<file path="src/pkg/dpc_pkg.sv">
package dpc_pkg;
  // Register offset on the serial control bus
  localparam logic [7:0] DPC_ADDR_DATAPATH = 8'h22;
  // Value after reset
  localparam logic [7:0] DPC_RESET_VALUE = 8'h00;
  // Field positions
  localparam int DPC_BIT_LOCK = 7;
  localparam int DPC_BIT_PASS = 6;
  localparam int DPC_BIT_POL = 5;
  localparam int DPC_BIT_REGEN = 4;
  localparam int DPC_BIT_OVR4 = 3;
  localparam int DPC_BIT_DEPTH18 = 2;
  localparam int DPC_BIT_INBAND = 1;
  localparam int DPC_BIT_EN4 = 0;
  // Mask of the fields loaded over the forward channel
  localparam logic [7:0] DPC_FWD_MASK = 8'h7F;
  // Width of the pixel bus
  localparam int DPC_PIX_W = 24;
  // Bus phase of a register access
  typedef enum logic [1:0] {
    DPC_IDLE = 2'b00,
    DPC_ACK = 2'b01
  } dpc_phase_t;
endpackage

</file>
<file path="src/verilog/dpc_cfg_store.sv">
// One-byte configuration store with registered read data
module dpc_cfg_store
  import dpc_pkg::*;
(
  input wire logic mclk,
  input wire logic rstn,
  input wire logic wr_en,
  input wire logic [7:0] wr_data,
  output logic [7:0] rd_data
);
  // Whole state of the store
  typedef struct packed {
    logic [7:0] value;
  } dpc_store_t;

  dpc_store_t cur;
  dpc_store_t next_cur;

  // Next value: write replaces the byte
  always_comb begin
    next_cur = cur;
    if (wr_en) begin
      next_cur.value = wr_data;
    end
  end

  // Synchronous reset to all zeros
  always_ff @(posedge mclk) begin
    if (!rstn) begin
      cur <= '{value: DPC_RESET_VALUE};
    end else begin
      cur <= next_cur;
    end
  end

  assign rd_data = cur.value;
endmodule

</file>
<file path="src/verilog/dpc_datapath_ctrl.sv">
// Overview of operation
// - Lock bit set ignores forward channel loads
// - Lock clear: fields 6..0 load from serializer
// - Pass-through forwards pixels ignoring data enable
// - Pass-through disables protection, blocks packet audio
// - Pass-through inert without remote protection support
// - Polarity bit selects data-enable active level
// - Regen bit suppresses packet audio on pixels
// - Override clear forces four-channel audio off
// - Depth bit selects 18- or 24-bit video
// - Transport bit selects in-band or data-island
// - Enable bit switches four-channel audio reception
module dpc_datapath_ctrl
  import dpc_pkg::*;
#(
  parameter int PIX_W = DPC_PIX_W
)
(
  input wire logic mclk,
  input wire logic rstn,
  // Local register port
  input wire logic reg_wr,
  input wire logic reg_rd,
  input wire logic [7:0] reg_addr,
  input wire logic [7:0] reg_wdata,
  output logic [7:0] reg_rdata,
  output logic reg_ack,
  // Forward-channel configuration update
  input wire logic fwd_valid,
  input wire logic [6:0] fwd_data,
  input wire logic remote_prot_capable,
  // Recovered video in
  input wire logic [PIX_W-1:0] pix_in,
  input wire logic de_in,
  input wire logic audio_pkt_in,
  // Video and control out
  output logic [PIX_W-1:0] pix_out,
  output logic pix_valid,
  output logic audio_pkt_out,
  output logic prot_enable,
  output logic video_18bit,
  output logic audio_inband,
  output logic audio_4ch_en
);
  // State of the block except the config byte, which dpc_cfg_store holds
  typedef struct packed {
    dpc_phase_t phase; // Register bus phase
    logic ack; // Registered acknowledge
    logic [7:0] rdata;
    logic [PIX_W-1:0] pix;
    logic valid;
    logic audio;
    logic prot;
    logic d18;
    logic inband;
    logic ch4;
  } dpc_state_t;

  dpc_state_t cur;
  dpc_state_t next_cur;
  logic [7:0] cfg;
  logic st_wr;
  logic [7:0] st_data;
  logic hit_wr;
  logic fwd_take;
  logic pass_eff;
  logic de_act;

  // Address decode, shared by the write strobe and the read mux
  function automatic logic addr_hit(input logic [7:0] a);
    logic hit;
    // Only one register is mapped; all else is a miss
    if (a == DPC_ADDR_DATAPATH) begin
      hit = 1'b1;
    end else begin
      hit = 1'b0;
    end
    return hit;
  endfunction

  // Local write decode
  assign hit_wr = reg_wr && addr_hit(reg_addr);
  // Forward load only while unlocked
  assign fwd_take = fwd_valid && !cfg[DPC_BIT_LOCK];

  // Merge: forward update overwrites low fields, local keeps lock bit
  always_comb begin
    st_wr = hit_wr || fwd_take;
    st_data = hit_wr ? reg_wdata : cfg;
    if (fwd_take) begin
      // Forward load beats a same-cycle local write
      st_data = {st_data[DPC_BIT_LOCK], fwd_data};
    end
  end

  dpc_cfg_store dpc_cfg_store_inst (
    .mclk(mclk),
    .rstn(rstn),
    .wr_en(st_wr),
    .wr_data(st_data),
    .rd_data(cfg)
  );

  // Pass-through only when the serializer supports protection
  assign pass_eff = cfg[DPC_BIT_PASS] && remote_prot_capable;
  // Active level of data enable
  assign de_act = cfg[DPC_BIT_POL] ? !de_in : de_in;

  // Next state of the datapath and bus
  always_comb begin
    next_cur = cur;
    // Bus phase: acknowledge follows every strobe by one cycle
    case (cur.phase)
      DPC_IDLE: begin
        if (reg_rd || reg_wr) begin
          next_cur.phase = DPC_ACK;
        end
      end
      DPC_ACK: begin
        // Back-to-back strobes keep the acknowledge phase
        if (!(reg_rd || reg_wr)) begin
          next_cur.phase = DPC_IDLE;
        end
      end
      default: begin
        // Unused code falls back to idle
        next_cur.phase = DPC_IDLE;
      end
    endcase
    // Acknowledge kept as its own flop so the port has no decode behind it
    next_cur.ack = (next_cur.phase == DPC_ACK);
    // Unmapped addresses read as zero
    if (reg_rd && addr_hit(reg_addr)) begin
      next_cur.rdata = cfg;
    end else if (reg_rd) begin
      next_cur.rdata = 8'h00;
    end
    next_cur.pix = pix_in;
    next_cur.valid = pass_eff || de_act;
    // Packet audio off in pass-through or regen mode
    next_cur.audio = audio_pkt_in && !pass_eff && !cfg[DPC_BIT_REGEN];
    next_cur.prot = !pass_eff;
    next_cur.d18 = cfg[DPC_BIT_DEPTH18];
    next_cur.inband = cfg[DPC_BIT_INBAND];
    // Four-channel audio gated by override
    next_cur.ch4 = cfg[DPC_BIT_OVR4] && cfg[DPC_BIT_EN4];
  end

  // State register, synchronous reset
  always_ff @(posedge mclk) begin
    if (!rstn) begin
      cur <= '0;
    end else begin
      cur <= next_cur;
    end
  end

  // Outputs straight from flip-flops
  assign reg_rdata = cur.rdata;
  assign reg_ack = cur.ack;
  assign pix_out = cur.pix;
  assign pix_valid = cur.valid;
  assign audio_pkt_out = cur.audio;
  assign prot_enable = cur.prot;
  assign video_18bit = cur.d18;
  assign audio_inband = cur.inband;
  assign audio_4ch_en = cur.ch4;

  chk_lock_holds: assert property (@(posedge mclk) disable iff (!rstn)
    cfg[DPC_BIT_LOCK] && fwd_valid && !hit_wr |=> $stable(cfg))
    else $error("locked register changed by forward load");
  chk_fwd_loads: assert property (@(posedge mclk) disable iff (!rstn)
    fwd_take |=> cfg[6:0] == $past(fwd_data))
    else $error("forward load not applied");
  chk_pass_valid: assert property (@(posedge mclk) disable iff (!rstn)
    pass_eff |=> pix_valid)
    else $error("pass-through did not force valid");
  chk_pass_blocks: assert property (@(posedge mclk) disable iff (!rstn)
    pass_eff |=> !audio_pkt_out && !prot_enable)
    else $error("pass-through left audio or protection on");
  chk_no_support: assert property (@(posedge mclk) disable iff (!rstn)
    !remote_prot_capable |=> prot_enable)
    else $error("pass-through acted without support");
  chk_de_polar: assert property (@(posedge mclk) disable iff (!rstn)
    !pass_eff && cfg[DPC_BIT_POL] |=> pix_valid == !$past(de_in))
    else $error("data enable polarity wrong");
  chk_regen_mute: assert property (@(posedge mclk) disable iff (!rstn)
    cfg[DPC_BIT_REGEN] |=> !audio_pkt_out)
    else $error("audio not suppressed in regen mode");
  chk_ovr_off: assert property (@(posedge mclk) disable iff (!rstn)
    !cfg[DPC_BIT_OVR4] |=> !audio_4ch_en)
    else $error("four-channel audio on without override");
  chk_depth_sel: assert property (@(posedge mclk) disable iff (!rstn)
    1'b1 |=> video_18bit == $past(cfg[DPC_BIT_DEPTH18]))
    else $error("video depth mismatch");
  chk_transport: assert property (@(posedge mclk) disable iff (!rstn)
    1'b1 |=> audio_inband == $past(cfg[DPC_BIT_INBAND]))
    else $error("transport select mismatch");
  chk_en_4ch: assert property (@(posedge mclk) disable iff (!rstn)
    cfg[DPC_BIT_OVR4] |=> audio_4ch_en == $past(cfg[DPC_BIT_EN4]))
    else $error("four-channel enable mismatch");
  chk_fwd_wins: assert property (@(posedge mclk) disable iff (!rstn)
    fwd_take && hit_wr |=> cfg == {$past(reg_wdata[7]), $past(fwd_data)})
    else $error("local write beat forward load");

  // Locked register still takes local writes as they are
  chk_local_kept: assert property (@(posedge mclk) disable iff (!rstn)
    cfg[DPC_BIT_LOCK] && hit_wr |=> cfg == $past(reg_wdata))
    else $error("local write lost while locked");
  chk_fwd_keeps_lock: assert property (@(posedge mclk) disable iff (!rstn)
    fwd_take && !hit_wr |=> cfg[DPC_BIT_LOCK] == $past(cfg[DPC_BIT_LOCK]))
    else $error("forward load touched the lock bit");
  chk_reset_zero: assert property (@(posedge mclk)
    $rose(rstn) |-> cfg == DPC_RESET_VALUE)
    else $error("register not zero after reset");

  // Main scenarios reached
  cov_lock_block: cover property (@(posedge mclk) cfg[7] && fwd_valid);
  cov_pass: cover property (@(posedge mclk) pass_eff ##1 pix_valid);
  cov_both_wr: cover property (@(posedge mclk) fwd_take && hit_wr);
  cov_fwd_load: cover property (@(posedge mclk) fwd_take && !hit_wr);
  cov_de_low: cover property (@(posedge mclk) cfg[DPC_BIT_POL] && !de_in);
endmodule
</file>
<file path="config.mk">
export PLATFORM = sky130hd
export DESIGN_NAME = dpc_datapath_ctrl
export DESIGN_NICKNAME = d
export VERILOG_FILES = /design/src/pkg/dpc_pkg.sv /design/src/verilog/dpc_cfg_store.sv /design/src/verilog/dpc_datapath_ctrl.sv
export SDC_FILE = /design/constraint.sdc
export NUM_CORES = 1
export LEC_CHECK = 0
export ABC_CLOCK_PERIOD_IN_PS = 1300
export BUFFER_PORTS_ARGS = -buffer_cell sky130_fd_sc_hd__buf_2
export CAP_MARGIN = 20
export CORE_ASPECT_RATIO = 0.7
export CORE_MARGIN = 2
export CORE_UTILIZATION = 41
export CTS_CLUSTER_DIAMETER = 40
export CTS_CLUSTER_SIZE = 25
export DETAILED_ROUTE_END_ITERATION = 8
export GPL_TIMING_DRIVEN = 0
export PLACE_DENSITY = 0.75
export SYNTH_ARGS = -nofsm -noshare
export SYNTH_HDL_FRONTEND = slang
export SYNTH_SLANG_ARGS = --single-unit
</file>
<file path="constraint.sdc">
create_clock -name mclk -period 1.3 [get_ports mclk]
set_clock_uncertainty 0.15 [all_clocks]
set_input_delay 0.195 -clock mclk [delete_from_list [all_inputs] [get_ports mclk]]
set_output_delay 0.195 -clock mclk [all_outputs]
set_load 0.05 [all_outputs]
</file>
-- After elaboration in Yosys (flattened, before gate mapping)
Cells that the tools add are included.
- mux-type cells: 9
- reductions and logical operators: 18
- equality and inequality tests: 3
- operators by type and width (cell ; count):
    two-way mux 8 bit ; 3
    == test 8 x 6 -> 1 bit, second input constant ; 1
    logical AND 1 bit ; 7
    two-way mux 7 bit ; 1
    == test 2 x 1 -> 1 bit, second input constant ; 2
    logical NOT 1 bit ; 4
    two-way mux 2 bit ; 2
    case mux 2 bit (2 select lines) ; 1
    nonzero test 2 bit ; 2
    logical OR 1 bit ; 3
    logical NOT 2 bit ; 1
    two-way mux 1 bit ; 2
    AND reduction 2 bit ; 1
- output and inout bits: 39
- word-level logic and storage cells: 42
- bits in registers: 49

-- Logic depth before layout (Yosys ltp)
Gate-level depths: netlist (run 1).
- word-level depth: 5
- gate-level depth with buffers: 4

-- Cells and area by module
From an unflattened synthesis (run 1), not the netlist that was laid out.
- cell total of the unflattened synthesis: 196
- area, all modules: 2049.5 sq um
- modules (own cells, without submodules) (module ; area an instance (sq um) ; sequential area each (sq um) ; instances ; cells an instance):
    dpc_datapath_ctrl ; 1747.9 ; 800.8 ; 1 ; 171
    dpc_cfg_store ; 301.5 ; 160.2 ; 1 ; 25

-- Least setup slack after synthesis (run 1)
No wires, ideal clock.
- path kind: input-to-reg
- from: input port reg_addr[4]
- to: register dpc_cfg_store_inst.cur, in the netlist dpc_cfg_store_inst.rd_data[0]
- arrival time: 1.078 ns
- stages on the path: 4
- slack: -0.055 ns
- buffers on the path: 1
- setup time: 0.127 ns
- path through: nor4b_4 > and3_2 > buf_2 > a211oi_1
- longest elaborated chain between the ends: 5
- RTL lines (what ; RTL line ; source):
    from (decl) ; dpc_datapath_ctrl.sv:24 ; input wire logic [7:0] reg_addr,
    == test 8 x 6 -> 1 bit * ; dpc_datapath_ctrl.sv:73 ; if (a == DPC_ADDR_DATAPATH) begin
    two-way mux 1 bit * ; dpc_datapath_ctrl.sv:73 ;
    logical AND 1 bit * ; dpc_datapath_ctrl.sv:82 ; assign hit_wr = reg_wr && addr_hit(reg_addr);
    nonzero test 2 bit (no source line) or logical OR 1 bit (tied branches) ; -- ;
    AND reduction 2 bit (no source line) * ; -- ;
    to (signal assigned) ; dpc_cfg_store.sv:30 ; cur <= '{value: DPC_RESET_VALUE};
    to (signal assigned) ; dpc_cfg_store.sv:32 ; cur <= next_cur;
    to (decl) ; dpc_cfg_store.sv:16 ; dpc_store_t cur;
Every way passes the cells marked *; elsewhere a longest branch is shown, timed or not.
A chain may end at the register's enable or synchronous reset.

-- Worst setup path after layout (run 1)
- from: register cur, in the netlist pix_out[19]
- to: output port pix_out[19]
- RTL lines (what ; RTL line ; source):
    from (decl) ; dpc_datapath_ctrl.sv:59 ; dpc_state_t cur;
    from (signal assigned) ; dpc_datapath_ctrl.sv:154 ; cur <= next_cur;
    to (decl) ; dpc_datapath_ctrl.sv:37 ; output logic [PIX_W-1:0] pix_out,
No word-level cell between the ends.

==> results of run 1 <==
-- Yosys cell counts --
| library cell | count | area [um2] |
|---|---|---|
| nor2b_1 | 1 | 6.26 |
| nand4_1 | 9 | 56.3 |
| buf_4 | 32 | 240 |
| nand2b_1 | 9 | 56.3 |
| o21ai_0 | 7 | 35.0 |
| clkbuf_1 | 6 | 22.5 |
| dfxtp_1 | 48 | 961 |
| buf_2 | 2 | 10.0 |
| and3_1 | 1 | 6.26 |
| a311oi_4 | 1 | 26.3 |
| conb_1 | 1 | 3.75 |
| a211oi_1 | 6 | 45.0 |
| and3_2 | 1 | 7.51 |
| a21boi_1 | 9 | 67.6 |
| and2_1 | 27 | 169 |
| inv_1 | 1 | 3.75 |
| nor4b_4 | 2 | 47.6 |
| and3b_1 | 1 | 8.76 |
| a21boi_0 | 1 | 7.51 |
| nor2_1 | 8 | 30.0 |
| a211oi_2 | 1 | 12.5 |
| xnor2_1 | 1 | 8.76 |
| nand2_1 | 1 | 3.75 |
| a311oi_1 | 6 | 52.6 |
| buf_6 | 3 | 33.8 |
| nor3b_1 | 1 | 7.51 |
| a31o_2 | 1 | 8.76 |
-- cell type report --
type	count	area, um2	area share, %
Buffer	43	319	10.8
Clock buffer	5	68.8	2.32
Clock inverter	3	18.8	0.634
Inverter	1	3.75	0.127
Multi-Input combinational cell	95	678	22.9
Sequential cell	48	962	32.5
Tap cell	55	68.8	2.32
Timing Repair Buffer	120	842	28.4
-- cells by family after synthesis --
logic type	Yosys count	synth area share, %
XOR/XNOR	1	0.452
buffers and inverters	44	16.0
other	1	0.193
AO/OA/AOI/OAI	32	13.2
flip-flops	48	49.6
AND/OR/NAND/NOR	61	20.6
-- where the power goes --
group / switching (mW) / internal [mW] / total [mW]
Combinational: 0.333 / 0.285 / 0.617
Clock: 0.488 / 0.375 / 0.864
Sequential: 0.0281 / 1.54 / 1.57
-- metrics by stage --
stage,std cells,power [mW]
after detailed placement,334,2.13
after floorplan,187,1.96
after global placement,334,2.12
after global routing,370,3.18
final,370,3.05
after CTS,370,3.06
-- how the worst max path moves through the flow --
stage / from / endpoint / slack, ns / cells past startpoint
after floorplan: reg_addr[6] / dpc_cfg_store_inst.rd_data[0] / -0.03 / 4
after global placement: reg_addr[6] / dpc_cfg_store_inst.rd_data[2] / -0.33 / 5
final: pix_out[19] / pix_out[19] / 0.02 / 2
after detailed placement: reg_addr[6] / dpc_cfg_store_inst.rd_data[4] / -0.33 / 5
after CTS: pix_out[7] / pix_out[7] / 0.002 / 2
after global routing: pix_out[19] / pix_out[19] / -0.02 / 2
-- routing by layer --
| metal | GRT usage [%] | share of wire (%) |
|---|---|---|
| met3 | 5.63 | 8.4 |
| met4 | 4.02 | 0.46 |
| met5 | 0 | 0 |
| met2 | 29.7 | 46 |
| met1 | 21.7 | 45 |
-- timing repair --
action                                  CTS  global route
hold endpoints to repair                 26             0
buffers inserted                          2             0
gates resized for setup                  22            28
hold buffers                             26             0
pin swaps                                 2             0
endpoints found under the setup margin   27            26
-- sequential cells by signal, summed over array words and instances, names as in the netlist --
name / cells
pix_out: 24
dpc_cfg_store_inst.rd_data: 8
reg_ack: 1
prot_enable: 1
cur: 1
audio_pkt_out: 1
pix_valid: 1
audio_4ch_en: 1
reg_rdata: 8
audio_inband: 1
video_18bit: 1
-- critical path, cell delays in order (launching register included) --
cell	delay (ns)
dfxtp_1	0.33
buf_4	0.10
clkbuf_4	0.21
==> metrics.md, run 1 <==
| Metric | Value |
|---|---|
| Most common library cell in the layout ignoring fill and taps | `buf_2` |
| Final routed DRC violation total | `0` |
| CTS tree | `done` |
| Effective utilization at floorplan | `about 44%` |
| Core box area | `~0.0044 mm2` |
| Via count | `roughly 1700` |
| Synth cell types | `27` |
| Aggregate global-route resource usage | `17.3%` |
| Register bit total from synthesis | `48` |
| Final nets | `between 300 and 400` |
| Worst hold path endpoint | `pix_valid` |
| Final setup viols | `0` |
| Routability cong. | `between 0.8 and 0.9` |
| Hold Path Origin | `remote_prot_capable` |
| Synth Warn # | `0` |
| Critical path class | `flip-flop to primary output` |
| Syn nets | `242` |
| Static leakage | `between 1 and 1.5 nW` |
| Syn Area/Cell | `approximately 10 um2` |
| Pwr Density | `roughly 1000 mW/mm2` |
| Die X | `86.2 um` |
| # IOs | `94` |
| Placed wire-length estimate | `~3000 um` |
| Count of pins over their slew limit | `0` |
| Max VDD drop | `~0.00067 V` |
| Post-DRT Antenna Nets | `0` |
| Crit end category | `primary output` |
| First DRT Iteration DRCs | `between 60 and 70` |
| Final Cycle Share | `98.5%` |
| Place WS | `-0.332 ns` |
| Layout cell share with drive strength beyond 1 | `between 40 and 50%` |
| Num CTS Buffers | `5` |
| Largest net degree at the start of global routing | `16` |
| Most frequent cells in the layout | `60 x buf_2, 52 x buf_4, 47 x dfxtp_1` |
| Die area | `around 0.0053 mm2` |
| Placed standard-cell area | `about 0.0025 mm2` |
| Req. time, crit path | `0.95 ns` |
| Port Buffers | `between 90 and 100` |
| HP Class | `input pin to flip-flop` |
| # diodes | `0` |
| Total gr overflow | `0` |
| Worst-path clk slew | `approximately 0.090 ns` |
| WL per Instance | `12.3 um` |
| First-pass GRT wire length | `7050 um` |
| DIE HEIGHT | `slightly above 60 um` |
| 1st-pass router iterations | `4` |
| Hold Vio Cnt, Final | `0` |
| Syn Inst Count | `approximately 190` |
| DR vias/cell | `~4.5` |
| R2R Path Start | `dpc_cfg_store_inst.rd_data[7]` |
| Startpoint Class | `flip-flop` |
| # fillers | `approximately 360` |
| Sequential share of the synthesized area | `between 40% and 50%` |
| WL final | `4560 um` |
| Clock sinks | `48` |
| Crit Path Max Fanout | `1` |
| CP arrival | `just over 0.9 ns` |
| Mapped cell area | `0.00194 mm2` |
| Cell depth of the worst hold path | `3` |
| CTS max path bufs | `2` |
| Worst-skew pair later-pin latency | `around 0.29 ns` |
| Fin util | `66.9%` |
| FF-to-FF End | `dpc_cfg_store_inst.rd_data[4]` |
| Status | `finished clean` |
| Final Cell Area | `roughly 0.0030 mm2` |
| Reg2reg path depth | `4` |
| Flop2flop setup slack | `about 0.05 ns` |
| Rows | `20` |
| Highest Clock Rate | `781 MHz` |
| Root Buffer | `clkbuf_8` |
| Vias in the first global route | `1586` |
| Time the worst path needs with I/O delays and setup | `1.28 ns` |
| TNS Setup | `0 ns` |
| Initial antenna violation count | `0` |
| Min Hold Slack | `slightly above 0.04 ns` |
| Number of H-tree levels | `2` |
| P&R area growth vs syn | `52.8%` |
| Setup ws final | `slightly above 0.02 ns` |
| Max-cap violation count | `0` |
Note: power is estimated with default switching activity, not from simulation.
==> run 2: changes to the inputs <==
CORE_UTILIZATION = 42   (was 41)
PLACE_DENSITY = 0.76   (was 0.75)
REMOVE_ABC_BUFFERS = 1   (was unset)
SYNTH_HIERARCHICAL = 1   (was unset)
==> metrics.md, run 2 <==
| Metric | Value |
|---|---|
| # IOs | `94 (unchanged)` |
| Die area | `0.00546 mm2 (+3.0%)` |
| HP Class | `input pin to flip-flop` |
| Max FFs per register | `24 (unchanged)` |
| Flop2flop setup slack | `-0.63 ns (-0.68 ns)` |
| Crit end category | `flip-flop` |
| Setup ws final | `-0.670 ns (-0.690 ns)` |
| Worst-path clk slew | `0.08 ns (about the same)` |
| Largest net degree at the start of global routing | `47 (+31)` |
| Min Hold Slack | `0.0341 ns (-0.00642 ns)` |
| # fillers | `410 (+13%)` |
| Critical path class | `input pin to flip-flop` |
| Commonest cells in the netlist | `48 x dfxtp_1, 35 x and2_1, 32 x buf_4` |
| Synth Warn # | `6 (+6)` |
| Register bit total from synthesis | `48 (unchanged)` |
| Multi-input gate area | `832 um2 (+23%)` |
| Crit Path Max Fanout | `7 (+6)` |
| Effective utilization at floorplan | `43.3% (-0.42 points)` |
| Synth Area in Compound Gates | `3.79% (-9.4 points)` |
| Startpoint Class | `input pin` |
| Max_slew headroom | `around three fifths` |
| Mapped cell area | `0.00205 mm2 (+5.7%)` |
| Number of H-tree levels | `2 (unchanged)` |
| Syn Inst Count | `196 (+4.8%)` |
| Rows | `21 (+5.0%)` |
| Static leakage | `1.32 nW (-4.3%)` |
| Register area | `962 um2 (unchanged)` |
| Total gr overflow | `0 (unchanged)` |
| Aggregate global-route resource usage | `14.5% (-2.8 points)` |
| Critical-path top delay cell | `or4_4` |
| Unrepaired setup endpoints after global routing | `yes` |
| Root Buffer | `clkbuf_8` |
| Post-synth top area share | `46.9% (-2.7 points)` |
| Time the worst path needs with I/O delays and setup | `1.97 ns (+0.690 ns)` |
| Final nets | `340 (-7.9%)` |
| Vias in the first global route | `1439 (-9.3%)` |
| CP cell instances | `buf_6, or4b_4, or4_4, mux2_4, mux2i_1, nor2b_1` |
| Area contributors post-synth | `dfxtp_1 47%, buf_4 12%, and2_1 11%` |
| DIE HEIGHT | `62.4 um (+1.5%)` |
| Syn Area/Cell | `10.5 um2 (+0.89%)` |
| Placed wire-length estimate | `2550 um (-17%)` |
| Sequential share of the synthesized area | `46.9% (-2.7 points)` |
| Post-synth ARST share | `0% (unchanged)` |
| Main synth FF type | `dfxtp_1` |
| Most frequent cells in the layout | `92 x buf_2, 47 x dfxtp_1, 35 x and2_1` |
| Post-DRT Antenna Nets | `0 (unchanged)` |
| Status | `finished with violations` |
| Slowest Stage Delay on Critical Path | `0.66 ns (+0.33 ns)` |
| Clock sinks | `48 (unchanged)` |
| WL per Instance | `12.0 um (-2.4%)` |
| Tot Pwr | `2.90 mW (-4.9%)` |
| CP arrival | `2.00 ns (+1.07 ns)` |
| Most common library cell in the layout ignoring fill and taps | `buf_2` |
| Hold Vio Cnt, Final | `0 (unchanged)` |
| Post-synthesis adder-cell area fraction | `0% (unchanged)` |
| Max VDD drop | `0.000462 V (-31%)` |
| Initial antenna violation count | `0 (unchanged)` |
| Number of flops mapped to enable cells by yosys | `0 (unchanged)` |
| Port Buffers | `93 (+1.1%)` |
| CTS tree | `done` |
| Failing checks | `setup timing` |
| Place WS | `-1.15 ns (-0.814 ns)` |
| Cell with the most instances after synthesis | `dfxtp_1` |
| Routability cong. | `0.693 (-22%)` |
| Pwr Density | `1050 mW/mm2 (+1.9%)` |
| Final routed DRC violation total | `0 (unchanged)` |
| # diodes | `0 (unchanged)` |
| Num CTS Buffers | `5 (unchanged)` |
| Final non-filler cell total | `342 (-7.6%)` |
| P&R area growth vs syn | `34.8%` |
| Max-cap violation count | `0 (unchanged)` |
| Placed Cells | `303 (-9.3%)` |
| 1st-pass router iterations | `4 (unchanged)` |
| Layout cell share with drive strength beyond 1 | `47.7% (+1.1 points)` |
| Worst-skew pair later-pin latency | `0.29 ns (about the same)` |
| Highest Clock Rate | `508 MHz (-35%)` |
| Req. time, crit path | `1.33 ns (+0.38 ns)` |
| Largest family of logic cells by synthesized area | `simple AND/OR/NAND/NOR gates` |
| Count of pins over their slew limit | `0 (unchanged)` |
| XOR/XNOR share of the synthesized area | `0.427% (-0.025 points)` |
| First DRT Iteration DRCs | `53 (-13%)` |
| Simple-gate share of the synthesized area | `18.7% (-1.9 points)` |
| Largest area contributor in the netlist | `dfxtp_1` |
| Synth cell types | `26 (-3.7%)` |
| Final Cycle Share | `152% (+53 points)` |
| Core box area | `0.00473 mm2 (+6.8%)` |
| Final setup viols | `16 (+16)` |
| CTS max path bufs | `2 (unchanged)` |
| Via count | `1521 (-9.0%)` |
| CP top delay family | `simple AND/OR/NAND/NOR gates` |
| Die X | `87.5 um (+1.5%)` |
| WL final | `4110 um (-9.8%)` |
| Least-Margin Pin Slew | `between 0.5 and 0.6 ns` |
| DR vias/cell | `4.45 (-1.5%)` |
| Worst Path Buf+Inv | `1 (-1)` |
| Post-synthesis mux area share | `13.4% (+13 points)` |
| First-pass GRT wire length | `6210 um (-12%)` |
-- run 2: where the power goes --
part / switching, mW / leakage, nW / internal (mW)
registers: 0.0225 / 0.396 / 1.53
clock network: 0.435 / 0.0410 / 0.366
logic: 0.302 / 0.886 / 0.241
-- run 2: worst min-delay path: stages --
cell and delay (ns):
buf_2 0.10, nand2_1 0.06, a21boi_0 0.07
-- run 2: path summary, 6_finish.rpt --
check | end | startpoint | cells past startpoint
max reg2reg | dpc_cfg_store_inst/rd_data[2] | dpc_cfg_store_inst/rd_data[7] | 5
min reg2reg | reg_ack | cur[40] | 1
min | pix_valid | remote_prot_capable | 3
max | dpc_cfg_store_inst/rd_data[2] | reg_addr[6] | 6
-- run 2: what timing repair did --
item,CTS,global route
hold buffers,25,0
pin swaps,3,4
resized for setup,6,13
setup buffers,2,5
endpoints found under the hold margin,25,0
setup endpoints to repair,16,16
-- run 2: cells by family (layout without fill, tap and decap cells) --
family	count (synthesis)	count (layout)
and+or+nand+nor	62	62
muxes	23	23
AOI/OAI and AO/OA	9	9
other	1	1
DFF	48	48
buffers and inverters	52	141
xor gates and xnor gates	1	1
-- run 2: final cells by class --
cell class	count	area share, %
Timing Repair Buffer	125	28.4
Tap cell	57	2.58
Multi-Input combinational cell	96	30.1
Clock inverter	1	0.181
Sequential cell	48	34.8
Inverter	9	1.22
Clock buffer	6	2.63
-- run 2: stage by stage --
stage	utilization (%)	area [um2]	TNS (ns)
final	58.4	2760	-6.75
after CTS	56.0	2650	-5.06
after global routing	58.4	2760	-7.28
after detailed placement	48.2	2280	-11.74
after floorplan	-	1740	-8.27
after global placement	48.2	2280	-11.73
-- run 2: layer usage --
layer / vias to the layer above / global-route usage (%) / share of wire [%]
li1: 774 / - / -
met1: 695 / 16.4 / 43
met2: 48 / 25.5 / 51
met3: 4 / 4.23 / 5.4
met4: 0 / 5.38 / 1.3
met5: - / 0 / 0
==> run 3: changes to the inputs <==
ABC_CLOCK_PERIOD_IN_PS = 1800   (was 1300)
CELL_PAD_IN_SITES_DETAIL_PLACEMENT = 0   (was unset)
CELL_PAD_IN_SITES_GLOBAL_PLACEMENT = 1   (was unset)
CORE_UTILIZATION = 31   (was 42)
PLACE_DENSITY = unset   (was 0.76)
PLACE_DENSITY_LB_ADDON = 0.1   (was unset)
clock period = 1.8 ns   (was 1.3 ns; I/O delays follow)
==> metrics.md, run 3 (synthesis gave the netlist of run 2 again) <==
| Metric | Value |
|---|---|
| WL per Instance | `12.2 um (+1.8%)` |
| Final routed DRC violation total | `0 (unchanged)` |
| Req. time, crit path | `1.84 ns (+0.51 ns)` |
| Die area | `0.00729 mm2 (+33%)` |
| Core box area | `0.00631 mm2 (+33%)` |
| CP arrival | `2.09 ns (+0.09 ns)` |
| Number of H-tree levels | `2 (unchanged)` |
| Register area | `961 um2 (-0.13%)` |
| 1st-pass router iterations | `3 (-1)` |
| Cell depth of the worst hold path | `2 (-1)` |
| WL final | `4070 um (-0.88%)` |
| Final setup viols | `7 (-9)` |
| Port Buffers | `93 (unchanged)` |
| Pwr Density | `947 mW/mm2 (-9.8%)` |
| Tot Pwr | `2.35 mW (-19%)` |
| # fillers | `659 (+61%)` |
| NetSw | `564 uW (-26%)` |
| Sequential power share | `47.7% (-5.9 points)` |
| Final Cycle Share | `114%` |
| Effective utilization at floorplan | `32.5% (-11 points)` |
| Setup ws final | `-0.255 ns (+0.415 ns)` |
| CTS max path bufs | `2 (unchanged)` |
| Count of pins over their slew limit | `0 (unchanged)` |
| Clock sinks | `48 (unchanged)` |
| Max_slew headroom | `57.1% (-4.1 points)` |
| Most frequent cells in the layout | `91 x buf_2, 48 x dfxtp_1, 35 x and2_1` |
| Die X | `101 um (+16%)` |
| Final nets | `310 (-8.8%)` |
| Least-Margin Pin Slew | `0.644 ns (+0.0621 ns)` |
| Highest Clock Rate | `slightly below 500 MHz` |
| # IOs | `94 (unchanged)` |
| HP Class | `input pin to flip-flop` |
| Unrepaired setup endpoints after global routing | `yes` |
| Static leakage | `1.20 nW (-9.1%)` |
| Worst-path clk slew | `0.09 ns (about the same)` |
| Post-DRT Antenna Nets | `0 (unchanged)` |
| Final non-filler cell total | `333 (-2.6%)` |
| Hold Vio Cnt, Final | `0 (unchanged)` |
| Critical path class | `input pin to flip-flop` |
| Aggregate global-route resource usage | `11.9% (-2.6 points)` |
| DIE HEIGHT | `72.0 um (+15%)` |
| Reg2reg path depth | `5 (unchanged)` |
| Multi-input gate area | `768 um2 (-7.7%)` |
| Total gr overflow | `0 (unchanged)` |
| Flop2flop setup slack | `-0.22 ns (+0.41 ns)` |
| Min Hold Slack | `0.0222 ns (-0.0118 ns)` |
| Largest net degree at the start of global routing | `47 (unchanged)` |
| Sw Share | `24.0% (-2.2 points)` |
| Routability cong. | `0.671 (-3.2%)` |
| Max FFs per register | `24 (unchanged)` |
| Rows | `24 (+14%)` |
| Num CTS Buffers | `5 (unchanged)` |
| Root Buffer | `clkbuf_8` |
| P&R area growth vs syn | `21.1%` |
| Failing checks | `setup timing` |
| Startpoint Class | `input pin` |
| Via count | `1377 (-9.5%)` |
| Comb pwr share | `14.4% (-4.3 points)` |
| Crit end category | `flip-flop` |
| Time the worst path needs with I/O delays and setup | `2.06 ns` |
| First DRT Iteration DRCs | `27 (-49%)` |
| CTS tree | `done` |
| # diodes | `0 (unchanged)` |
| Status | `finished with violations` |
| Internal | `1.79 mW (-17%)` |
| Placed wire-length estimate | `2830 um (+11%)` |
| First-pass GRT wire length | `6720 um (+8.2%)` |
| Placed Cells | `324 (+6.9%)` |
| Vias in the first global route | `1386 (-3.7%)` |
| Max-cap violation count | `0 (unchanged)` |
| Max VDD drop | `0.000436 V (-5.7%)` |
| Clock share of power | `37.8% (+10 points)` |
| Place WS | `-0.776 ns (+0.370 ns)` |
| Crit Path Max Fanout | `7 (unchanged)` |
| Initial antenna violation count | `0 (unchanged)` |
| Worst-skew pair later-pin latency | `0.29 ns (about the same)` |
| Layout cell share with drive strength beyond 1 | `48.2% (+0.52 points)` |
| # hold bufs at CTS | `0 (-100%)` |
| Most common library cell in the layout ignoring fill and taps | `buf_2` |
| DR vias/cell | `4.14 (-7.0%)` |
[run 3: power groups by stage]
stage          combinational (mW)  clock, mW  sequential, mW
2_1_floorplan              0.0868          0            1.28
3_3_place_gp                0.335          0            1.15
3_5_place_dp                0.334          0            1.15
4_1_cts                     0.341      0.932            1.12
5_1_grt                     0.366      0.985            1.13
6_report                    0.339      0.889            1.12
[run 3: layer usage]
layer / wire length [um] / vias to the layer above / share of wire [%] / global-route usage, %
met2: 1740 / 49 / 43 / 18.4
met4: 31 / 0 / 0.76 / 4.05
met5: 0 / - / 0 / 0
li1: - / 713 / - / -
met3: 295 / 5 / 7.2 / 3.56
met1: 2010 / 610 / 49 / 15.9
[run 3: path summary, 6_finish.rpt]
check                                startpoint                             to
hold / removal                        pix_in[4]                     pix_out[4]
setup reg to reg  dpc_cfg_store_inst/rd_data[7]  dpc_cfg_store_inst/rd_data[5]
setup / recovery                    reg_addr[4]  dpc_cfg_store_inst/rd_data[5]
hold reg to reg                         cur[40]                        reg_ack
[run 3: area by class of cell]
cell class | instances | share of cell area, %
sequential | 48 | 38.7
clock inverter | 2 | 2.42
clock buffer | 5 | 2.77
tap | 78 | 3.93
timing repair buffer | 95 | 19.9
multi-input combinational | 96 | 30.9
inverter | 9 | 1.36
[run 3: repair_timing]
action	4_1_cts	5_1_grt
endpoints found under the setup margin	8	8
setup buffers	2	0
pin swaps	3	2
cloned	0	0
resized for setup	4	3
[run 3: metrics by stage]
step	util (%)	cell area (um2)	setup TNS [ns]
floorplan	-	1740	-3.51
global placement	36.6	2310	-5.87
detailed placement	36.6	2310	-5.87
CTS	39.1	2470	-1.62
global route	39.4	2480	-1.88
finish	39.4	2480	-1.65
[run 3: worst max-delay path: stages]
cell and delay, ns:
buf_6 0.09, or4b_4 0.53, or4_4 0.66, mux2_4 0.33, mux2i_1 0.14, nor2b_1 0.06
